[src/eph_pkg.sv]
// constants, codes and state types of the parallel handshake engine
// Functional notes
// [RULE1] wait input counts as settled only after 50 ns without a transition
// [RULE2] write-direction output stays high outside an EPP write cycle
// [RULE3] host clears the direction bit before an EPP write
// [RULE4] host sets the direction bit before an EPP read
// [RULE5] host ready drops right after write strobe, held until peripheral answers
// [RULE6] command strobe ends within 50 ns of the host write strobe ending
// [RULE7] cable data valid at least 10 ns before command strobe falls
// [RULE8] read command strobe asserts within 55 ns of host read strobe
// [RULE9] host wait released within about 40 ns of peripheral wait assertion; the code needs about four 25 ns clocks, behind the settle filter
// [RULE10] host data bus released within 40 ns after read strobe ends
// [RULE11] FIFO mode sends forward stream bytes at up to about 500 Kbps; the code needs 67 clocks of 25 ns per byte, up to about 600 K bytes/s
// [RULE12] FIFO mode ignores acknowledge, paces bytes on busy only
// [RULE13] forward idle keeps host clock high, peripheral keeps busy low
// [RULE14] forward byte: busy low, clock low, busy high, clock high, busy low
// [RULE15] peripheral request may arrive at any time during forward phase
// [RULE16] forward data stable before host clock falls
// [RULE17] forward phase entered from forward idle, reverse from reverse idle
// [RULE18] reverse idle keeps peripheral clock high, host acknowledge low
// [RULE19] reverse byte: ack low, clock low, ack high, clock high, ack low
// [RULE20] peripheral keeps reverse data stable before its clock falls
// [RULE21] unanswered EPP cycle ends after a timeout, flagging it
package eph_pkg;
	// ----------------------------------------------------------------
	// timing
	// ----------------------------------------------------------------
	localparam int CLK_MHZ = 40;
	localparam int SETTLE_NS = 50;
	localparam int SETTLE_CYC = (SETTLE_NS * CLK_MHZ + 999) / 1000;
	localparam int TIMEOUT_US = 10;
	localparam int TIMEOUT_CYC = TIMEOUT_US * CLK_MHZ;
	localparam int CMD_HOLD_NS = 50;
	localparam int FIFO_SETUP_NS = 600;
	localparam int FIFO_STROBE_NS = 600;
	localparam int FIFO_HOLD_NS = 450;
	localparam int CNT_W = 5;
	// counters load cycles minus one, rounded up first
	localparam logic [CNT_W-1:0] CMD_HOLD_CNT =
		CNT_W'((CMD_HOLD_NS * CLK_MHZ + 999) / 1000 - 1);
	localparam logic [CNT_W-1:0] FIFO_SETUP_CNT =
		CNT_W'((FIFO_SETUP_NS * CLK_MHZ + 999) / 1000 - 1);
	localparam logic [CNT_W-1:0] FIFO_STROBE_CNT =
		CNT_W'((FIFO_STROBE_NS * CLK_MHZ + 999) / 1000 - 1);
	localparam logic [CNT_W-1:0] FIFO_HOLD_CNT =
		CNT_W'((FIFO_HOLD_NS * CLK_MHZ + 999) / 1000 - 1);
	// ----------------------------------------------------------------
	// modes and filter channels
	// ----------------------------------------------------------------
	localparam logic [2:0] MODE_ECP = 3'h3;
	localparam logic [2:0] MODE_EPP = 3'h4;
	localparam logic [2:0] MODE_FIFO = 3'h5;
	localparam int FLT_WAIT = 0;
	localparam int FLT_BUSY = 1;
	localparam int FLT_ACK = 2;
	localparam logic [2:0] FLT_RST = 3'h5;
	// ----------------------------------------------------------------
	// states
	// ----------------------------------------------------------------
	typedef enum logic [2:0] {
		E_IDLE = 3'h0,
		E_WR_SETUP = 3'h1,
		E_WR_CMD = 3'h2,
		E_WR_HOLD = 3'h3,
		E_RD_CMD = 3'h4
	} eph_epp_st_t;
	typedef enum logic [2:0] {
		C_IDLE = 3'h0,
		C_SETUP = 3'h1,
		C_CLK = 3'h2,
		C_REL = 3'h3,
		C_HOLD = 3'h4,
		C_REV_IDLE = 3'h5,
		C_REV_REL = 3'h6
	} eph_ecp_st_t;
endpackage

[src/eph_epp_ecp_parallel_handshake.sv]
// EPP cycle bridge and ECP / FIFO forward and ECP reverse handshake engine
module eph_epp_ecp_parallel_handshake import eph_pkg::*;
#(
	parameter int TIMEOUT = TIMEOUT_CYC
)
(
	input wire logic clk,
	input wire logic resetn,
	input wire logic [2:0] mode,
	input wire logic ecp_reverse,
	input wire logic port_direction_bit,
	input wire logic iow_n,
	input wire logic ior_n,
	input wire logic host_addr_sel,
	input wire logic [7:0] host_data_lines_in,
	output logic [7:0] host_data_lines_out,
	output logic host_data_lines_oe,
	output logic iochrdy,
	input wire logic [7:0] cable_data_lines_in,
	output logic [7:0] cable_data_lines_out,
	output logic cable_data_lines_oe,
	output logic write_n,
	output logic data_strobe_n,
	output logic addr_strobe_n,
	input wire logic wait_n,
	output logic strobe_n,
	output logic autofd_n,
	input wire logic busy,
	input wire logic ack_n,
	input wire logic fault_n,
	output logic periph_request,
	input wire logic tx_valid,
	input wire logic [7:0] tx_data,
	output logic tx_ready,
	output logic rx_valid,
	output logic [7:0] rx_data,
	input wire logic rx_ready,
	output logic epp_timeout
);
	typedef struct packed {
		eph_epp_st_t epp_st;
		eph_ecp_st_t ecp_st;
		logic [CNT_W-1:0] cnt;
		logic write_n;
		logic dstb_n;
		logic astb_n;
		logic iochrdy;
		logic [7:0] hdata;
		logic hdata_oe;
		logic [7:0] cdata;
		logic cdata_oe;
		logic strobe_n;
		logic autofd_n;
		logic tx_ready;
		logic [7:0] rx_data;
		logic rx_valid;
		logic timeout;
		logic periph_req;
	} eph_state_t;

	localparam eph_state_t ST_RST = '{
		epp_st: E_IDLE, ecp_st: C_IDLE, cnt: '0, write_n: 1'b1, dstb_n: 1'b1,
		astb_n: 1'b1, iochrdy: 1'b1, hdata: '0, hdata_oe: 1'b0, cdata: '0,
		cdata_oe: 1'b0, strobe_n: 1'b1, autofd_n: 1'b1, tx_ready: 1'b0,
		rx_data: '0, rx_valid: 1'b0, timeout: 1'b0, periph_req: 1'b0};

	eph_state_t q, d;
	logic [2:0] raw_in;
	logic [2:0] settled;
	logic wait_s;
	logic busy_s;
	logic ack_s;
	logic tmr_run;
	logic tmr_exp;
	logic is_epp;
	logic is_fifo;
	logic fwd;
	logic answered;

	// ----------------------------------------------------------------
	// cable input filters
	// ----------------------------------------------------------------
	assign raw_in = {ack_n, busy, wait_n};

	genvar gi;
	generate
		for (gi = 0; gi < 3; gi++)
		begin : g_flt
			eph_settle_filter #(
				.STABLE(SETTLE_CYC),
				.RST(FLT_RST[gi])
			) u_flt (
				.clk(clk),
				.resetn(resetn),
				.raw(raw_in[gi]),
				.settled(settled[gi])
			);
		end
	endgenerate

	assign wait_s = settled[FLT_WAIT];
	assign busy_s = settled[FLT_BUSY];
	assign ack_s = settled[FLT_ACK];

	// ----------------------------------------------------------------
	// EPP handshake timeout
	// ----------------------------------------------------------------
	assign tmr_run = (q.epp_st == E_WR_CMD || q.epp_st == E_RD_CMD) && !q.iochrdy;

	eph_cycle_timer #(
		.LIMIT(TIMEOUT)
	) u_tmr (
		.clk(clk),
		.resetn(resetn),
		.run(tmr_run),
		.expired(tmr_exp)
	);

	assign is_epp = (mode == MODE_EPP);
	assign is_fifo = (mode == MODE_FIFO);
	assign fwd = is_fifo || (mode == MODE_ECP && !ecp_reverse);
	// peripheral wait is active low; expiry stands in for a missing answer
	assign answered = !wait_s || tmr_exp;

	// ----------------------------------------------------------------
	// next state
	// ----------------------------------------------------------------
	always_comb
	begin
		d = q;
		d.tx_ready = 1'b0;
		d.periph_req = !fault_n; // RULE15
		if (rx_ready && q.rx_valid)
			d.rx_valid = 1'b0;
		if (is_epp)
		begin
			unique case (q.epp_st)
				E_IDLE:
				begin
					d.write_n = 1'b1; // RULE2
					d.dstb_n = 1'b1;
					d.astb_n = 1'b1;
					d.iochrdy = 1'b1;
					d.hdata_oe = 1'b0;
					if (!iow_n)
					begin
						d.timeout = 1'b0;
						d.iochrdy = 1'b0; // RULE5
						d.cdata = host_data_lines_in;
						d.cdata_oe = 1'b1;
						// a set direction bit keeps the cable in read state
						d.write_n = port_direction_bit; // RULE3
						d.epp_st = E_WR_SETUP;
					end
					else if (!ior_n)
					begin
						d.timeout = 1'b0;
						d.iochrdy = 1'b0;
						d.cdata_oe = 1'b0; // RULE4
						d.dstb_n = host_addr_sel;
						d.astb_n = !host_addr_sel; // RULE8
						d.epp_st = E_RD_CMD;
					end
				end
				E_WR_SETUP:
				begin
					// data went out one cycle before the strobe falls
					d.dstb_n = host_addr_sel; // RULE7
					d.astb_n = !host_addr_sel;
					d.epp_st = E_WR_CMD;
				end
				E_WR_CMD:
				begin
					if (answered)
					begin
						d.iochrdy = 1'b1; // RULE9
						d.timeout = q.timeout || tmr_exp; // RULE21
					end
					if (iow_n)
					begin
						d.dstb_n = 1'b1; // RULE6
						d.astb_n = 1'b1;
						d.iochrdy = 1'b1;
						d.cnt = CMD_HOLD_CNT;
						d.epp_st = E_WR_HOLD;
					end
				end
				E_WR_HOLD:
				begin
					d.write_n = 1'b1;
					// data held past the command edge for the peripheral
					if (q.cnt == '0)
					begin
						d.cdata_oe = 1'b0;
						d.epp_st = E_IDLE;
					end
					else
						d.cnt = q.cnt - CNT_W'(1);
				end
				E_RD_CMD:
				begin
					if (answered)
					begin
						d.iochrdy = 1'b1; // RULE9
						d.timeout = q.timeout || tmr_exp; // RULE21
						d.hdata = cable_data_lines_in;
						d.hdata_oe = 1'b1;
					end
					if (ior_n)
					begin
						d.dstb_n = 1'b1;
						d.astb_n = 1'b1;
						d.iochrdy = 1'b1;
						d.hdata_oe = 1'b0; // RULE10
						d.epp_st = E_IDLE;
					end
				end
				default:
					d.epp_st = E_IDLE;
			endcase
		end
		else
		begin
			unique case (q.ecp_st)
				C_IDLE:
				begin
					d.strobe_n = 1'b1; // RULE13
					d.autofd_n = 1'b1;
					if (mode == MODE_ECP && ecp_reverse)
					begin
						// turnaround only between the two idle phases
						d.cdata_oe = 1'b0; // RULE17
						d.autofd_n = 1'b0;
						d.ecp_st = C_REV_IDLE;
					end
					else if (q.tx_ready && tx_valid)
					begin
						d.cdata = tx_data;
						d.cdata_oe = 1'b1;
						d.cnt = is_fifo ? FIFO_SETUP_CNT : '0;
						d.ecp_st = C_SETUP;
					end
				end
				C_SETUP:
				begin
					if (q.cnt == '0)
					begin
						d.strobe_n = 1'b0; // RULE16
						d.cnt = FIFO_STROBE_CNT;
						d.ecp_st = C_CLK;
					end
					else
						d.cnt = q.cnt - CNT_W'(1);
				end
				C_CLK:
				begin
					if (is_fifo)
					begin
						// acknowledge is never looked at in this mode
						if (q.cnt == '0)
						begin
							d.strobe_n = 1'b1; // RULE11
							d.cnt = FIFO_HOLD_CNT;
							d.ecp_st = C_HOLD;
						end
						else
							d.cnt = q.cnt - CNT_W'(1);
					end
					else if (busy_s)
					begin
						d.strobe_n = 1'b1; // RULE14
						d.ecp_st = C_REL;
					end
				end
				C_REL:
				begin
					if (!busy_s)
						d.ecp_st = C_IDLE; // RULE14
				end
				C_HOLD:
				begin
					if (q.cnt == '0)
						d.ecp_st = C_IDLE; // RULE12
					else
						d.cnt = q.cnt - CNT_W'(1);
				end
				C_REV_IDLE:
				begin
					d.autofd_n = 1'b0; // RULE18
					if (mode != MODE_ECP || !ecp_reverse)
					begin
						d.autofd_n = 1'b1;
						d.ecp_st = C_IDLE; // RULE17
					end
					else if (!ack_s && !q.rx_valid)
					begin
						// a full slot stalls the peripheral with ack low
						d.rx_data = cable_data_lines_in; // RULE19
						d.rx_valid = 1'b1;
						d.autofd_n = 1'b1;
						d.ecp_st = C_REV_REL;
					end
				end
				C_REV_REL:
				begin
					if (ack_s)
					begin
						d.autofd_n = 1'b0; // RULE19
						d.ecp_st = C_REV_IDLE;
					end
				end
				default:
					d.ecp_st = C_IDLE;
			endcase
			// busy high blocks the next byte in both forward modes
			d.tx_ready = (d.ecp_st == C_IDLE) && fwd && !busy_s && !(q.tx_ready && tx_valid); // RULE12
		end
	end

	always_ff @(posedge clk or negedge resetn)
	begin
		if (!resetn)
			q <= ST_RST;
		else
			q <= d;
	end

	// ----------------------------------------------------------------
	// outputs
	// ----------------------------------------------------------------
	assign host_data_lines_out = q.hdata;
	assign host_data_lines_oe = q.hdata_oe;
	assign iochrdy = q.iochrdy;
	assign cable_data_lines_out = q.cdata;
	assign cable_data_lines_oe = q.cdata_oe;
	assign write_n = q.write_n;
	assign data_strobe_n = q.dstb_n;
	assign addr_strobe_n = q.astb_n;
	assign strobe_n = q.strobe_n;
	assign autofd_n = q.autofd_n;
	assign periph_request = q.periph_req;
	assign tx_ready = q.tx_ready;
	assign rx_valid = q.rx_valid;
	assign rx_data = q.rx_data;
	assign epp_timeout = q.timeout;

	// ----------------------------------------------------------------
	// checks
	// ----------------------------------------------------------------
	a_write_dir_idle: assert property (@(posedge clk) disable iff (!resetn) // RULE2
		(q.epp_st == E_IDLE || q.epp_st == E_RD_CMD) |-> write_n)
		else $error("write direction low outside a write");
	a_write_dir_bit: assert property (@(posedge clk) disable iff (!resetn) // RULE3
		(is_epp && q.epp_st == E_IDLE && !iow_n) |=> (write_n == $past(port_direction_bit)))
		else $error("write direction does not follow direction bit");
	a_ready_prompt: assert property (@(posedge clk) disable iff (!resetn) // RULE5
		(is_epp && q.epp_st == E_IDLE && !iow_n) |=> !iochrdy ##1 (!iochrdy || tmr_exp || !wait_s))
		else $error("host ready not dropped after write strobe");
	a_cmd_release: assert property (@(posedge clk) disable iff (!resetn) // RULE6
		(is_epp && q.epp_st == E_WR_CMD && iow_n) |=> (data_strobe_n && addr_strobe_n))
		else $error("command strobe late after write strobe end");
	a_data_before_cmd: assert property (@(posedge clk) disable iff (!resetn) // RULE7
		$fell(data_strobe_n && addr_strobe_n) && write_n == 1'b0 |->
		$past(cable_data_lines_oe) && $stable(cable_data_lines_out))
		else $error("cable data not valid before command strobe");
	a_read_cmd_fast: assert property (@(posedge clk) disable iff (!resetn) // RULE8
		(is_epp && q.epp_st == E_IDLE && iow_n && !ior_n) |=> (!data_strobe_n || !addr_strobe_n))
		else $error("read command strobe late");
	a_wait_release: assert property (@(posedge clk) disable iff (!resetn) // RULE9
		(is_epp && (q.epp_st == E_WR_CMD || q.epp_st == E_RD_CMD) && !wait_s) |=> iochrdy)
		else $error("host wait kept after peripheral answered");
	a_read_bus_off: assert property (@(posedge clk) disable iff (!resetn) // RULE10
		ior_n |=> !host_data_lines_oe)
		else $error("host data driven after read strobe");
	a_fifo_strobe_width: assert property (@(posedge clk) disable iff (!resetn) // RULE11
		(is_fifo && $fell(strobe_n)) |-> !strobe_n [*8])
		else $error("FIFO strobe pulse too short");
	a_fwd_idle_clk: assert property (@(posedge clk) disable iff (!resetn) // RULE13
		(!is_epp && (q.ecp_st == C_IDLE || q.ecp_st == C_REV_IDLE)) |-> strobe_n)
		else $error("host clock low in idle");
	a_fwd_interlock: assert property (@(posedge clk) disable iff (!resetn) // RULE14
		(mode == MODE_ECP && q.ecp_st == C_CLK && busy_s) |=> strobe_n && q.ecp_st == C_REL)
		else $error("host clock not raised after busy");
	a_rev_idle_ack: assert property (@(posedge clk) disable iff (!resetn) // RULE18
		(q.ecp_st == C_REV_IDLE) |-> !autofd_n)
		else $error("host acknowledge high in reverse idle");
	a_timeout_end: assert property (@(posedge clk) disable iff (!resetn) // RULE21
		(is_epp && tmr_exp && (q.epp_st == E_WR_CMD || q.epp_st == E_RD_CMD)) |=>
		iochrdy && epp_timeout)
		else $error("timeout did not end the cycle");
endmodule

[src/eph_settle_filter.sv]
// settle filter: passes a level once it has stopped changing
module eph_settle_filter import eph_pkg::*;
#(
	parameter int STABLE = 2,
	parameter logic RST = 1'b1
)
(
	input wire logic clk,
	input wire logic resetn,
	input wire logic raw,
	output logic settled
);
	localparam int CW = $clog2(STABLE + 1);
	typedef struct packed {
		logic last;
		logic [CW-1:0] cnt;
		logic settled;
	} eph_flt_t;
	eph_flt_t q, d;

	always_comb
	begin
		d = q;
		d.last = raw;
		if (raw != q.last)
			d.cnt = '0;
		else if (q.cnt != CW'(STABLE))
			d.cnt = q.cnt + CW'(1);
		if (d.cnt == CW'(STABLE))
			d.settled = raw; // RULE1
	end

	always_ff @(posedge clk or negedge resetn)
	begin
		if (!resetn)
			q <= '{last: RST, cnt: '0, settled: RST};
		else
			q <= d;
	end

	assign settled = q.settled;

	a_settle_stable: assert property (@(posedge clk) disable iff (!resetn) // RULE1
		$changed(q.settled) |-> ($past(raw, 1) == $past(raw, 2)) && (q.settled == $past(raw, 1)))
		else $error("settled level changed on an unstable input");
endmodule

[src/eph_cycle_timer.sv]
// cycle timer: raises expired after LIMIT cycles of run
module eph_cycle_timer import eph_pkg::*;
#(
	parameter int LIMIT = 400
)
(
	input wire logic clk,
	input wire logic resetn,
	input wire logic run,
	output logic expired
);
	localparam int CW = $clog2(LIMIT + 1);
	typedef struct packed {
		logic [CW-1:0] cnt;
		logic expired;
	} eph_tmr_t;
	eph_tmr_t q, d;

	always_comb
	begin
		d = q;
		if (!run)
		begin
			d.cnt = '0;
			d.expired = 1'b0;
		end
		else if (q.cnt == CW'(LIMIT - 1))
			d.expired = 1'b1;
		else
			d.cnt = q.cnt + CW'(1);
	end

	always_ff @(posedge clk or negedge resetn)
	begin
		if (!resetn)
			q <= '0;
		else
			q <= d;
	end

	assign expired = q.expired;

	a_timer_clear: assert property (@(posedge clk) disable iff (!resetn) // RULE21
		!run |=> !expired)
		else $error("timer expired without running");
endmodule

[config.mk]
export PLATFORM = sky130hd
export DESIGN_NAME = eph_epp_ecp_parallel_handshake
export DESIGN_NICKNAME = d
export VERILOG_FILES = /design/src/eph_pkg.sv /design/src/eph_epp_ecp_parallel_handshake.sv /design/src/eph_settle_filter.sv /design/src/eph_cycle_timer.sv
export SDC_FILE = /design/constraint.sdc
export NUM_CORES = 1
export LEC_CHECK = 0
export BUFFER_PORTS_ARGS = -buffer_cell sky130_fd_sc_hd__buf_2
export CELL_PAD_IN_SITES_DETAIL_PLACEMENT = 0
export CELL_PAD_IN_SITES_GLOBAL_PLACEMENT = 1
export CORE_MARGIN = 2
export CORE_UTILIZATION = 30
export CTS_CLUSTER_SIZE = 12
export DETAILED_ROUTE_END_ITERATION = 10
export GPL_ROUTABILITY_DRIVEN = 0
export PLACE_DENSITY_LB_ADDON = 0.1
export SLEW_MARGIN = 0
export SYNTH_ARGS = -nofsm -noshare
export SYNTH_HDL_FRONTEND = slang
export SYNTH_SLANG_ARGS = --single-unit
[constraint.sdc]
create_clock -name clk -period 4.4 [get_ports clk]
set_clock_uncertainty 0.2 [all_clocks]
set_input_delay 0 -clock clk [delete_from_list [all_inputs] [get_ports clk]]
set_output_delay 0 -clock clk [all_outputs]
set_load 0.01 [all_outputs]
==> results.sh, run 1 <==
export IMPL_startpoint_type="flip-flop"
export IMPL_root_buffer="clkbuf_16"
export IMPL_wirelength_microns=9400
export IMPL_power_leakage_uw=0.00223
export IMPL_critPathLaunch="q[41]$_DFFE_PN0N_"
export IMPL_diodes=0
export IMPL_area_growth_syn_to_layout_pct=26.0
export IMPL_post_dp_hpwl_microns=6440
export IMPL_status="finished, final reports clean"
export IMPL_cts_resized=0
export IMPL_die_y_microns=117
export IMPL_drive_above_1_share=0.267
export IMPL_synth_area_sq_um=3810
export IMPL_setup_violations_final=0
export IMPL_peakVddDrop_uv=233
export IMPL_cts_tree="built"
export IMPL_start_util=0.304
export IMPL_syn_avg_cell_area_sq_um=9.38
export IMPL_path_cells="nor2_1, and3_1, a31oi_1, nor2_2, a31oi_1, dlygate4sd3_1"
export IMPL_core_area_sq_um=12500
export IMPL_vias=3139
export IMPL_yosys_register_bits=69
export IMPL_drt_iter0_drc=148
export IMPL_synth_seq_area_share=0.456
export IMPL_powerDensity_nw_per_um2=575
export IMPL_arrival_ps=2840
export IMPL_relSlewSlack=0.399
export IMPL_clkLatencyLatePin_ps=340
export IMPL_grt_pass1_wl_microns=15700
export IMPL_path_buf_inv=1
export IMPL_placementRows=41
export IMPL_crit_path_frequent_cell="a31oi_1"
export IMPL_synthArstFlopShare=1.00
export IMPL_syn_inst=406
export IMPL_path_max_fanout=21
export IMPL_postRouteAntennaNets=0
export IMPL_synthTopCellsByArea="dfrtp_1 39%, dfstp_2 6.9%, mux2_2 5.9%"
export IMPL_timing_rr_start="q[41]$_DFFE_PN0N_"
export IMPL_drc=0
export IMPL_clock_path_buffers=2
export IMPL_rr_endpoint="cable_data_lines_out[4]$_DFFE_PN0P_"
export IMPL_yosysWarningCount=0
export IMPL_synth_top_area_frac=0.388
export IMPL_grt_pass1_vias=3153
export IMPL_ctsHoldBuffers=36
export IMPL_wl_per_cell_microns=14.1
export IMPL_reg2reg_depth=6
export IMPL_fin_crit_sh=0.640
export IMPL_fillCellCount=1321
export IMPL_dr_pass1_iters=4
export IMPL_timing_fmax_ghz=0.355
export IMPL_maxCapViolations=0
export IMPL_hold_path_class="input port to flip-flop"
export IMPL_critPathTopFamily="simple AND/OR/NAND/NOR gates"
export IMPL_criticalPathCategory="flip-flop to flip-flop"
export IMPL_finalNetCount=537
export IMPL_numCtsBuffers=9
export IMPL_grt_overflow=0
export IMPL_rsz0062_at_grt="no"
export IMPL_die_area_sq_um=13600
export IMPL_crit_path_end="cable_data_lines_out[4]$_DFFE_PN0P_"
export IMPL_postCtsSetupBuffers=0
export IMPL_placement_io_buffers=75
export IMPL_power_uw=2760
export IMPL_synth_edf_count=0
export IMPL_die_w_microns=117
export IMPL_crit_path_end_kind="flip-flop"
export IMPL_pin_count=76
export IMPL_grt_usage=0.149
export IMPL_finalSetupTns_ps=0
export IMPL_required_ps=4420
export IMPL_grt_max_degree=70
export IMPL_yosysMostFrequentCell="dfrtp_1"
export IMPL_clk_pin_slew_ps=60
export IMPL_vias_per_cell=4.71
export IMPL_maxSlewViolCount=0
export IMPL_crit_cells=6
export IMPL_rrSetupSlack_ps=1580
export IMPL_tightestPinTransition_ps=892
export IMPL_cts_num_sinks=69
export IMPL_crit_slowest_cell="dfrtp_1"
export IMPL_htreeDepth=3
export IMPL_antenna_found_initial=0
export IMPL_ys_flop_type="dfrtp_1"
export IMPL_yosys_cell_types_count=61
export IMPL_period_needed_ps=2820
export IMPL_synth_nets=453
export IMPL_yosysTopAreaCell="dfrtp_1"
export IMPL_critPathMaxStageDelay_ps=620
export IMPL_hold_viol_final=0
export IMPL_synthTopCellsByCount="59 x dfrtp_1, 45 x nor2_1, 39 x nand2_1"
cell families (layout without fill, tap and decap cells):
kind of cell	after synthesis	after routing	share of synthesized area
DFF	69	69	0.456
buffers and inverters	64	153	0.0913
adders and majority gates	7	7	0.0230
AOI/OAI and AO/OA	88	88	0.149
and+or+nand+nor	147	147	0.195
xor gates and xnor gates	10	10	0.0230
muxes	21	21	0.0617
per-stage QoR:
stage | hold slack, ps | util | cell area, sq um | setup slack [ps] | std cells
global route | 77.8 | 0.383 | 4800 | 1280 | 667
CTS | 38.7 | 0.383 | 4800 | 1590 | 667
detailed placement | -66.7 | 0.332 | 4160 | 1670 | 615
finish | 42.3 | 0.383 | 4800 | 1580 | 667
global placement | -69.8 | 0.332 | 4160 | 1710 | 615
floorplan | -496 | - | 3810 | 2020 | 406
worst reg2reg max path, stage by stage, from the launching register on:
cell           delay [ps]
dfrtp_1               620
nor2_1                310
and3_1                210
a31oi_1               100
nor2_2                490
a31oi_1               160
dlygate4sd3_1         600
where the power goes:
group | internal [uW] | leakage (uW) | switching [uW]
registers | 837 | 0.000880 | 208
logic | 497 | 0.00121 | 544
clock network | 394 | 0.000134 | 280
total | 1730 | 0.00223 | 1030
cell type report:
cell class	count	area, sq um	area share
sequential	69	1740	0.362
multi-input combinational	273	1720	0.359
timing repair buffer	114	758	0.158
clock buffer	10	239	0.0498
tap	172	215	0.0448
inverter	23	86.3	0.0180
clock inverter	6	38.8	0.00808
sequential cells by signal, indices dropped and copies added (netlist names):
name                  flops
q                        11
g_flt.u_flt.q             9
u_tmr.q                   9
cable_data_lines_out      8
host_data_lines_out       8
rx_data                   8
g_flt.u_flt.settled       3
addr_strobe_n             1
autofd_n                  1
cable_data_lines_oe       1
data_strobe_n             1
epp_timeout               1
host_data_lines_oe        1
iochrdy                   1
periph_request            1
rx_valid                  1
strobe_n                  1
tx_ready                  1
u_tmr.expired             1
write_n                   1
how the worst min path moves through the flow:
stage | from | endpoint | cells after the start
2_1_floorplan | resetn | cable_data_lines_oe$_DFFE_PN0P_ | 0
3_3_place_gp | wait_n | g_flt[0].u_flt.q[3]$_DFF_PN1_ | 1
3_5_place_dp | wait_n | g_flt[0].u_flt.q[3]$_DFF_PN1_ | 1
4_1_cts | mode[1] | strobe_n$_DFFE_PN1P_ | 5
5_1_grt | mode[1] | strobe_n$_DFFE_PN1P_ | 5
6_report | mode[1] | strobe_n$_DFFE_PN1P_ | 5
placed cells by master, fill, tap and decap left out, types with 6 or more instances in the layout:
cell	synthesis	routed
a21oi_1	20	20
a31oi_1	14	14
and2_1	7	7
and3_1	6	6
buf_2	8	75
clkbuf_16	0	9
dfrtp_1	59	59
dfstp_2	10	10
dlygate4sd3_1	0	36
ha_1	7	7
inv_1	22	22
mux2_2	20	20
nand2_1	39	39
nand3_1	7	7
nor2_1	45	45
nor2b_1	8	8
nor3_1	6	6
o21ai_0	21	21
layer usage:
| layer | track usage | share of wire | up-vias |
|---|---|---|---|
| met5 | 0 | 0 | - |
| met4 | 0.0776 | 0.021 | 0 |
| met3 | 0.0291 | 0.030 | 12 |
| met2 | 0.227 | 0.47 | 46 |
| met1 | 0.201 | 0.48 | 1516 |
| li1 | - | - | 1565 |
(Power assumes the default switching activity.)
==> run 2: changes to the inputs <==
Settings changed: ABC_AREA set to 1.
Clock period 4.4 ns to 2.6 ns, I/O delays scaled along.
==> run 2 against run 1 <==
- synthesized area is 2.0% higher
- synthesized cell count is 26% higher
- non-clock buffer count is 7 higher
- die area is 1.9% higher
- routed wire length is 6.2% higher
- worst setup slack worse by 1400 ps
- maximum frequency is 19% higher
- register-to-register slack worse by 1400 ps
- clock-buffer cell count is 1 lower
- critical path depth is 3 higher
- global-route usage is 0.17 points higher
- largest cell class unchanged
==> results.sh, run 2 <==
export IMPL_grt_pass1_wl_microns=16700
export IMPL_maxSlewViolCount=0
export IMPL_synthTopCellsByArea="dfrtp_1 38%, nand2_1 12%, dfstp_2 6.8%"
export IMPL_die_w_microns=118
export IMPL_grt_usage=0.151
export IMPL_status="finished, final reports clean"
export IMPL_synth_area_sq_um=3880
export IMPL_finalNetCount=658
export IMPL_yosysMostFrequentCell="nand2_1"
export IMPL_dr_pass1_iters=4
export IMPL_critPathMaxStageDelay_ps=590
export IMPL_drt_iter0_drc=153
export IMPL_diodes=0
export IMPL_final_common_cell="nand2_1"
export IMPL_criticalPathCategory="flip-flop to flip-flop"
export IMPL_yosys_cell_types_count=34
export IMPL_fillCellCount=1326
export IMPL_final_cell_mix="129 x nand2_1, 74 x buf_2, 68 x inv_1, 59 x dfrtp_1, 56 x nor2_1"
export IMPL_peakVddDrop_uv=385
export IMPL_grt_busiest_layer="met2"
export IMPL_largest_register_ffs=11
export IMPL_pin_count=76
export IMPL_synth_seq_area_share=0.448
export IMPL_reg_top3="q: 11 flops, g_flt.u_flt.q: 9 flops, u_tmr.q: 9 flops"
export IMPL_power_uw=5150
export IMPL_area_growth_syn_to_layout_pct=28.8
export IMPL_top_register="q"
export IMPL_power_leakage_uw=0.00253
export IMPL_yosys_register_bits=69
export IMPL_syn_inst=512
export IMPL_wl_per_cell_microns=12.7
export IMPL_htreeDepth=3
export IMPL_startpoint_type="flip-flop"
export IMPL_fin_crit_sh=0.913
export IMPL_period_needed_ps=2370
export IMPL_grt_overflow=0
export IMPL_wirelength_microns=9990
export IMPL_crit_path_frequent_cell="nor2_1"
export IMPL_path_max_fanout=7
export IMPL_synth_top_area_frac=0.380
export IMPL_drc=0
export IMPL_grt_use_met3=0.0417
export IMPL_grt_max_degree=70
export IMPL_yosysTopAreaCell="dfrtp_1"
export IMPL_cts_num_sinks=69
export IMPL_grt_pass1_vias=3413
export IMPL_ys_flop_type="dfrtp_1"
export IMPL_crit_slowest_cell="dlygate4sd3_1"
export IMPL_synth_edf_count=0
export IMPL_cts_tree="built"
export IMPL_timing_fmax_ghz=0.421
export IMPL_finalSetupTns_ps=0
export IMPL_synthTopCellsByCount="129 x nand2_1, 68 x inv_1, 59 x dfrtp_1"
export IMPL_hold_path_class="input port to flip-flop"
export IMPL_vias=3528
export IMPL_post_dp_hpwl_microns=7110
export IMPL_path_cells="inv_1, ha_1, nand2_1, nor2_4, a21oi_1, nor2_1, nand4_1, dlygate4sd3_1, nor2_1"
export IMPL_die_area_sq_um=13900
export IMPL_die_y_microns=118
export IMPL_core_area_sq_um=12600
export IMPL_antenna_found_initial=0
export IMPL_powerDensity_nw_per_um2=1030
export IMPL_clk_pin_slew_ps=60
export IMPL_rsz0062_at_grt="no"
export IMPL_postRouteAntennaNets=0
export IMPL_drive_above_1_share=0.196
export IMPL_yosysWarningCount=0
export IMPL_vias_per_cell=4.48
export IMPL_clkLatencyLatePin_ps=340
export IMPL_hold_viol_final=0
export IMPL_required_ps=2670
export IMPL_synthArstFlopShare=1.00
export IMPL_synth_nets=559
export IMPL_postCtsSetupBuffers=0
export IMPL_setup_violations_final=0
export IMPL_crit_path_end_kind="flip-flop"
export IMPL_tightestPinTransition_ps=934
export IMPL_met2_usage=0.246
export IMPL_numCtsBuffers=9
export IMPL_clock_path_buffers=2
export IMPL_met1_usage=0.189
export IMPL_root_buffer="clkbuf_16"
export IMPL_maxCapViolations=0
export IMPL_arrival_ps=2440
export IMPL_syn_avg_cell_area_sq_um=7.59
export IMPL_placementRows=41
export IMPL_start_util=0.308
export IMPL_fin_util=0.396
export IMPL_relSlewSlack=0.377
export IMPL_placement_io_buffers=75
## run 2: changes by cell type in the layout (fill, tap and decap cells not counted), moves of 11 or more
cell	previous run	this run
inv_1	22	68
mux2_2	20	0
nand2_1	39	129
nand3_1	7	34
nor2_1	45	56
o21ai_0	21	41
## run 2: repair_timing
item / in CTS / in global routing
setup endpoints to repair: 0 / 1
gates resized for setup: 0 / 1
hold buffers: 43 / 0
hold endpoints to repair: 109 / 0
## run 2: cell type report
| cell class | count | area (sq um) | share of cell area |
|---|---|---|---|
| clock inverters | 7 | 75.1 | 0.0150 |
| well taps | 172 | 215 | 0.0430 |
| flip-flops and latches | 69 | 1740 | 0.348 |
| multi-input cells | 339 | 1650 | 0.330 |
| clock buffers | 9 | 225 | 0.0450 |
| inverters | 71 | 267 | 0.0533 |
| repair buffers | 121 | 831 | 0.166 |
## run 2: stage by stage
stage / setup slack, ps / cells / hold slack (ps) / instance area, sq um
6_report: 226 / 788 / 22.0 / 5000
2_1_floorplan: 823 / 512 / -496 / 3880
3_5_place_dp: 656 / 729 / -61.7 / 4270
3_3_place_gp: 701 / 729 / -65.7 / 4270
4_1_cts: 145 / 788 / 22.8 / 5000
5_1_grt: 23.8 / 788 / 63.2 / 5000
## run 2: cell families after synthesis
logic type,count (synthesis),synth area share
and+or+nand+nor,253,0.283
buffers and inverters,104,0.129
DFF,69,0.448
AOI/OAI and AO/OA,72,0.103
adders and majority gates,7,0.0225
xor gates and xnor gates,7,0.0158
## run 2: layer usage
metal,up-vias,share of wire
met1,1653,0.46
met3,10,0.043
met4,0,0.019
met5,-,0
met2,57,0.48
li1,1808,-
## run 2: worst paths after layout
kind,start,to,slack [ps],cells after the start
max,q[37]$_DFFE_PN0P_,tx_ready$_DFF_PN0_,230,9
min,mode[0],q[41]$_DFFE_PN0N_,20,6
max reg2reg,q[37]$_DFFE_PN0P_,tx_ready$_DFF_PN0_,230,9
min reg2reg,cable_data_lines_oe$_DFFE_PN0P_,cable_data_lines_oe$_DFFE_PN0P_,270,2
max in group asynchronous,resetn,q[44]$_DFFE_PN0P_,1450,2
min in group asynchronous,resetn,q[40]$_DFFE_PN0P_,150,2
## run 2: worst max-delay path: cells and delay by family, from the launching register on
kind                       cells  cell delay (ps)
buffers and inverters          2              690
AOI/OAI and AO/OA              1              140
adders and majority gates      1              170
DFF                            1              400
and+or+nand+nor                5              700
## run 2: report_power, final
part	total, uW	internal, uW	switching (uW)
Clock	1240	745	496
Sequential	1720	1450	266
Combinational	2190	870	1320
==> run 3: changes to the inputs <==
Settings changed: CORE_UTILIZATION 30 to 40, SLEW_MARGIN 0 to not set.
==> run 3 against run 2 <==
- register-to-register slack about the same
- die area down 24%
- sequential power about the same
- maximum frequency down 0.28%
- critical path type unchanged
- critical endpoint is now cable_data_lines_out[6]$_DFFE_PN0P_
- largest cell class unchanged
- highest routed layer unchanged
==> results.sh, run 3 (synthesis results as in run 2) <==
export IMPL_core_area_sq_um=9330
export IMPL_placement_io_buffers=75
export IMPL_setup_violations_final=0
export IMPL_clock_path_buffers=2
export IMPL_peakVddDrop_uv=341
export IMPL_p_seq_frac=0.359
export IMPL_path_buf_inv=1
export IMPL_grt_max_degree=70
export IMPL_timing_fmax_ghz=0.420
export IMPL_grt_pass1_wl_microns=15400
export IMPL_crit_path_frequent_cell="nand2_2"
export IMPL_htreeDepth=3
export IMPL_root_buffer="clkbuf_8"
export IMPL_crit_slowest_cell="dlygate4sd3_1"
export IMPL_wirelength_microns=9080
export IMPL_cts_tree="built"
export IMPL_finalNonFillerCells=743
export IMPL_rr_endpoint="cable_data_lines_out[6]$_DFFE_PN0P_"
export IMPL_post_dp_hpwl_microns=6480
export IMPL_crit_cells=8
export IMPL_cts_num_sinks=69
export IMPL_finalWorstSetupSlack_ps=219
export IMPL_drt_iter0_drc=139
export IMPL_clkLatencyLatePin_ps=350
export IMPL_die_y_microns=103
export IMPL_hold_viol_final=0
export IMPL_hold_path_class="input port to asynchronous set/reset pin"
export IMPL_reg2reg_depth=8
export IMPL_reg_top3="q: 11 flops, g_flt.u_flt.q: 9 flops, u_tmr.q: 9 flops"
export IMPL_startpoint_type="flip-flop"
export IMPL_numCtsBuffers=9
export IMPL_grt_usage=0.186
export IMPL_final_cell_mix="129 x nand2_1, 75 x buf_2, 68 x inv_1, 59 x dfrtp_1, 56 x nor2_1"
export IMPL_combPwrFrac=0.454
export IMPL_preCtsSetupSlack_ps=630
export IMPL_dr_pass1_iters=4
export IMPL_rrSetupSlack_ps=220
export IMPL_wl_per_cell_microns=12.2
export IMPL_vias_per_cell=4.65
export IMPL_die_w_microns=103
export IMPL_drive_above_1_share=0.199
export IMPL_die_area_sq_um=10500
export IMPL_powerDensity_nw_per_um2=980
export IMPL_placementRows=35
export IMPL_postCtsSetupBuffers=0
export IMPL_clk_pin_slew_ps=80
export IMPL_start_util=0.416
export IMPL_path_max_fanout=17
export IMPL_power_leakage_uw=0.00249
export IMPL_drc=0
export IMPL_maxSlewViolCount=0
export IMPL_crit_path_end_kind="flip-flop"
export IMPL_fin_crit_sh=0.916
export IMPL_path_cells="nor2_4, nand2_2, o21ai_2, nand2_2, nor2_8, nor2_1, a31oi_1, dlygate4sd3_1"
export IMPL_grt_pass1_vias=3458
export IMPL_largest_register_ffs=11
export IMPL_pin_count=76
export IMPL_postRouteAntennaNets=0
export IMPL_required_ps=2690
export IMPL_criticalPathCategory="flip-flop to flip-flop"
export IMPL_p_clk_frac=0.187
export IMPL_relSlewSlack=0.691
export IMPL_antenna_found_initial=0
export IMPL_final_seq_area_sq_um=1740
export IMPL_diodes=0
export IMPL_critPathLaunch="q[44]$_DFFE_PN0P_"
export IMPL_vias=3457
export IMPL_p_switching_uw=2000
export IMPL_fillCellCount=924
export IMPL_fin_util=0.518
export IMPL_grt_overflow=0
export IMPL_multi_input_area_sq_um=1650
export IMPL_internal_power_uw=2740
export IMPL_tightestPinTransition_ps=462
export IMPL_final_common_cell="nand2_1"
export IMPL_area_growth_syn_to_layout_pct=24.4
export IMPL_crit_path_end="cable_data_lines_out[6]$_DFFE_PN0P_"
export IMPL_period_needed_ps=2380
export IMPL_critPathTopFamily="simple AND/OR/NAND/NOR gates"
export IMPL_finalSetupTns_ps=0
export IMPL_placed_cells_incl_taps=687
export IMPL_maxCapViolations=0
export IMPL_switching_share=0.421
export IMPL_finalNetCount=656
export IMPL_timing_rr_start="q[44]$_DFFE_PN0P_"
export IMPL_power_uw=4740
export IMPL_arrival_ps=2470
export IMPL_status="finished, final reports clean"
export IMPL_top_register="q"
export IMPL_rsz0062_at_grt="no"
export IMPL_critPathMaxStageDelay_ps=580
==> run 3: worst register-to-register path: stages, from the launching register on <==
cell and delay [ps]:
dfrtp_1 500, nor2_4 230, nand2_2 110, o21ai_2 140, nand2_2 100, nor2_8 230
nor2_1 70, a31oi_1 160, dlygate4sd3_1 580
==> run 3: worst min path at each step <==
stage	slack, ps	cells past startpoint	to
detailed placement	-150	2	g_flt[0].u_flt.q[2]$_DFF_PN0_
CTS	10	3	g_flt[0].u_flt.q[2]$_DFF_PN0_
finish	0.5	3	g_flt[0].u_flt.q[2]$_DFF_PN0_
floorplan	-500	0	cable_data_lines_oe$_DFFE_PN0P_
global placement	-150	2	g_flt[0].u_flt.q[2]$_DFF_PN0_
global route	50	3	host_data_lines_out[5]$_DFFE_PN0P_
==> run 3: area by class of cell <==
| class | instances | area share |
|---|---|---|
| inverter | 71 | 0.0551 |
| sequential | 69 | 0.360 |
| timing repair buffer | 119 | 0.169 |
| clock inverter | 7 | 0.0153 |
| clock buffer | 9 | 0.0256 |
| tap | 129 | 0.0334 |
| multi-input combinational | 339 | 0.342 |
==> run 3: power by group through the flow <==
stage | Sequential, uW | Clock, uW | Combinational (uW)
3_5_place_dp | 1720 | 0 | 2000
5_1_grt | 1750 | 974 | 2490
4_1_cts | 1700 | 918 | 2150
3_3_place_gp | 1720 | 0 | 2000
2_1_floorplan | 1670 | 0 | 1630
6_report | 1700 | 887 | 2150
==> run 3: what timing repair did <==
item,CTS,global route
endpoints found under the hold margin,116,0
hold buffers,40,0
resized for setup,0,1
setup endpoints to repair,0,1
==> run 3: through the flow <==
step           hold slack, ps  area [sq um]
2_1_floorplan            -496          3880
3_3_place_gp             -146          4230
3_5_place_dp             -146          4230
4_1_cts                  13.7          4830
5_1_grt                  49.4          4830
6_report                0.531          4830
==> run 3: metal layers <==
layer	global-route usage	vias up	part of all wire
met2	0.308	71	0.48
met4	0.0554	0	0.012
met1	0.234	1570	0.46
li1	-	1807	-
met5	0	-	0
met3	0.0556	9	0.051
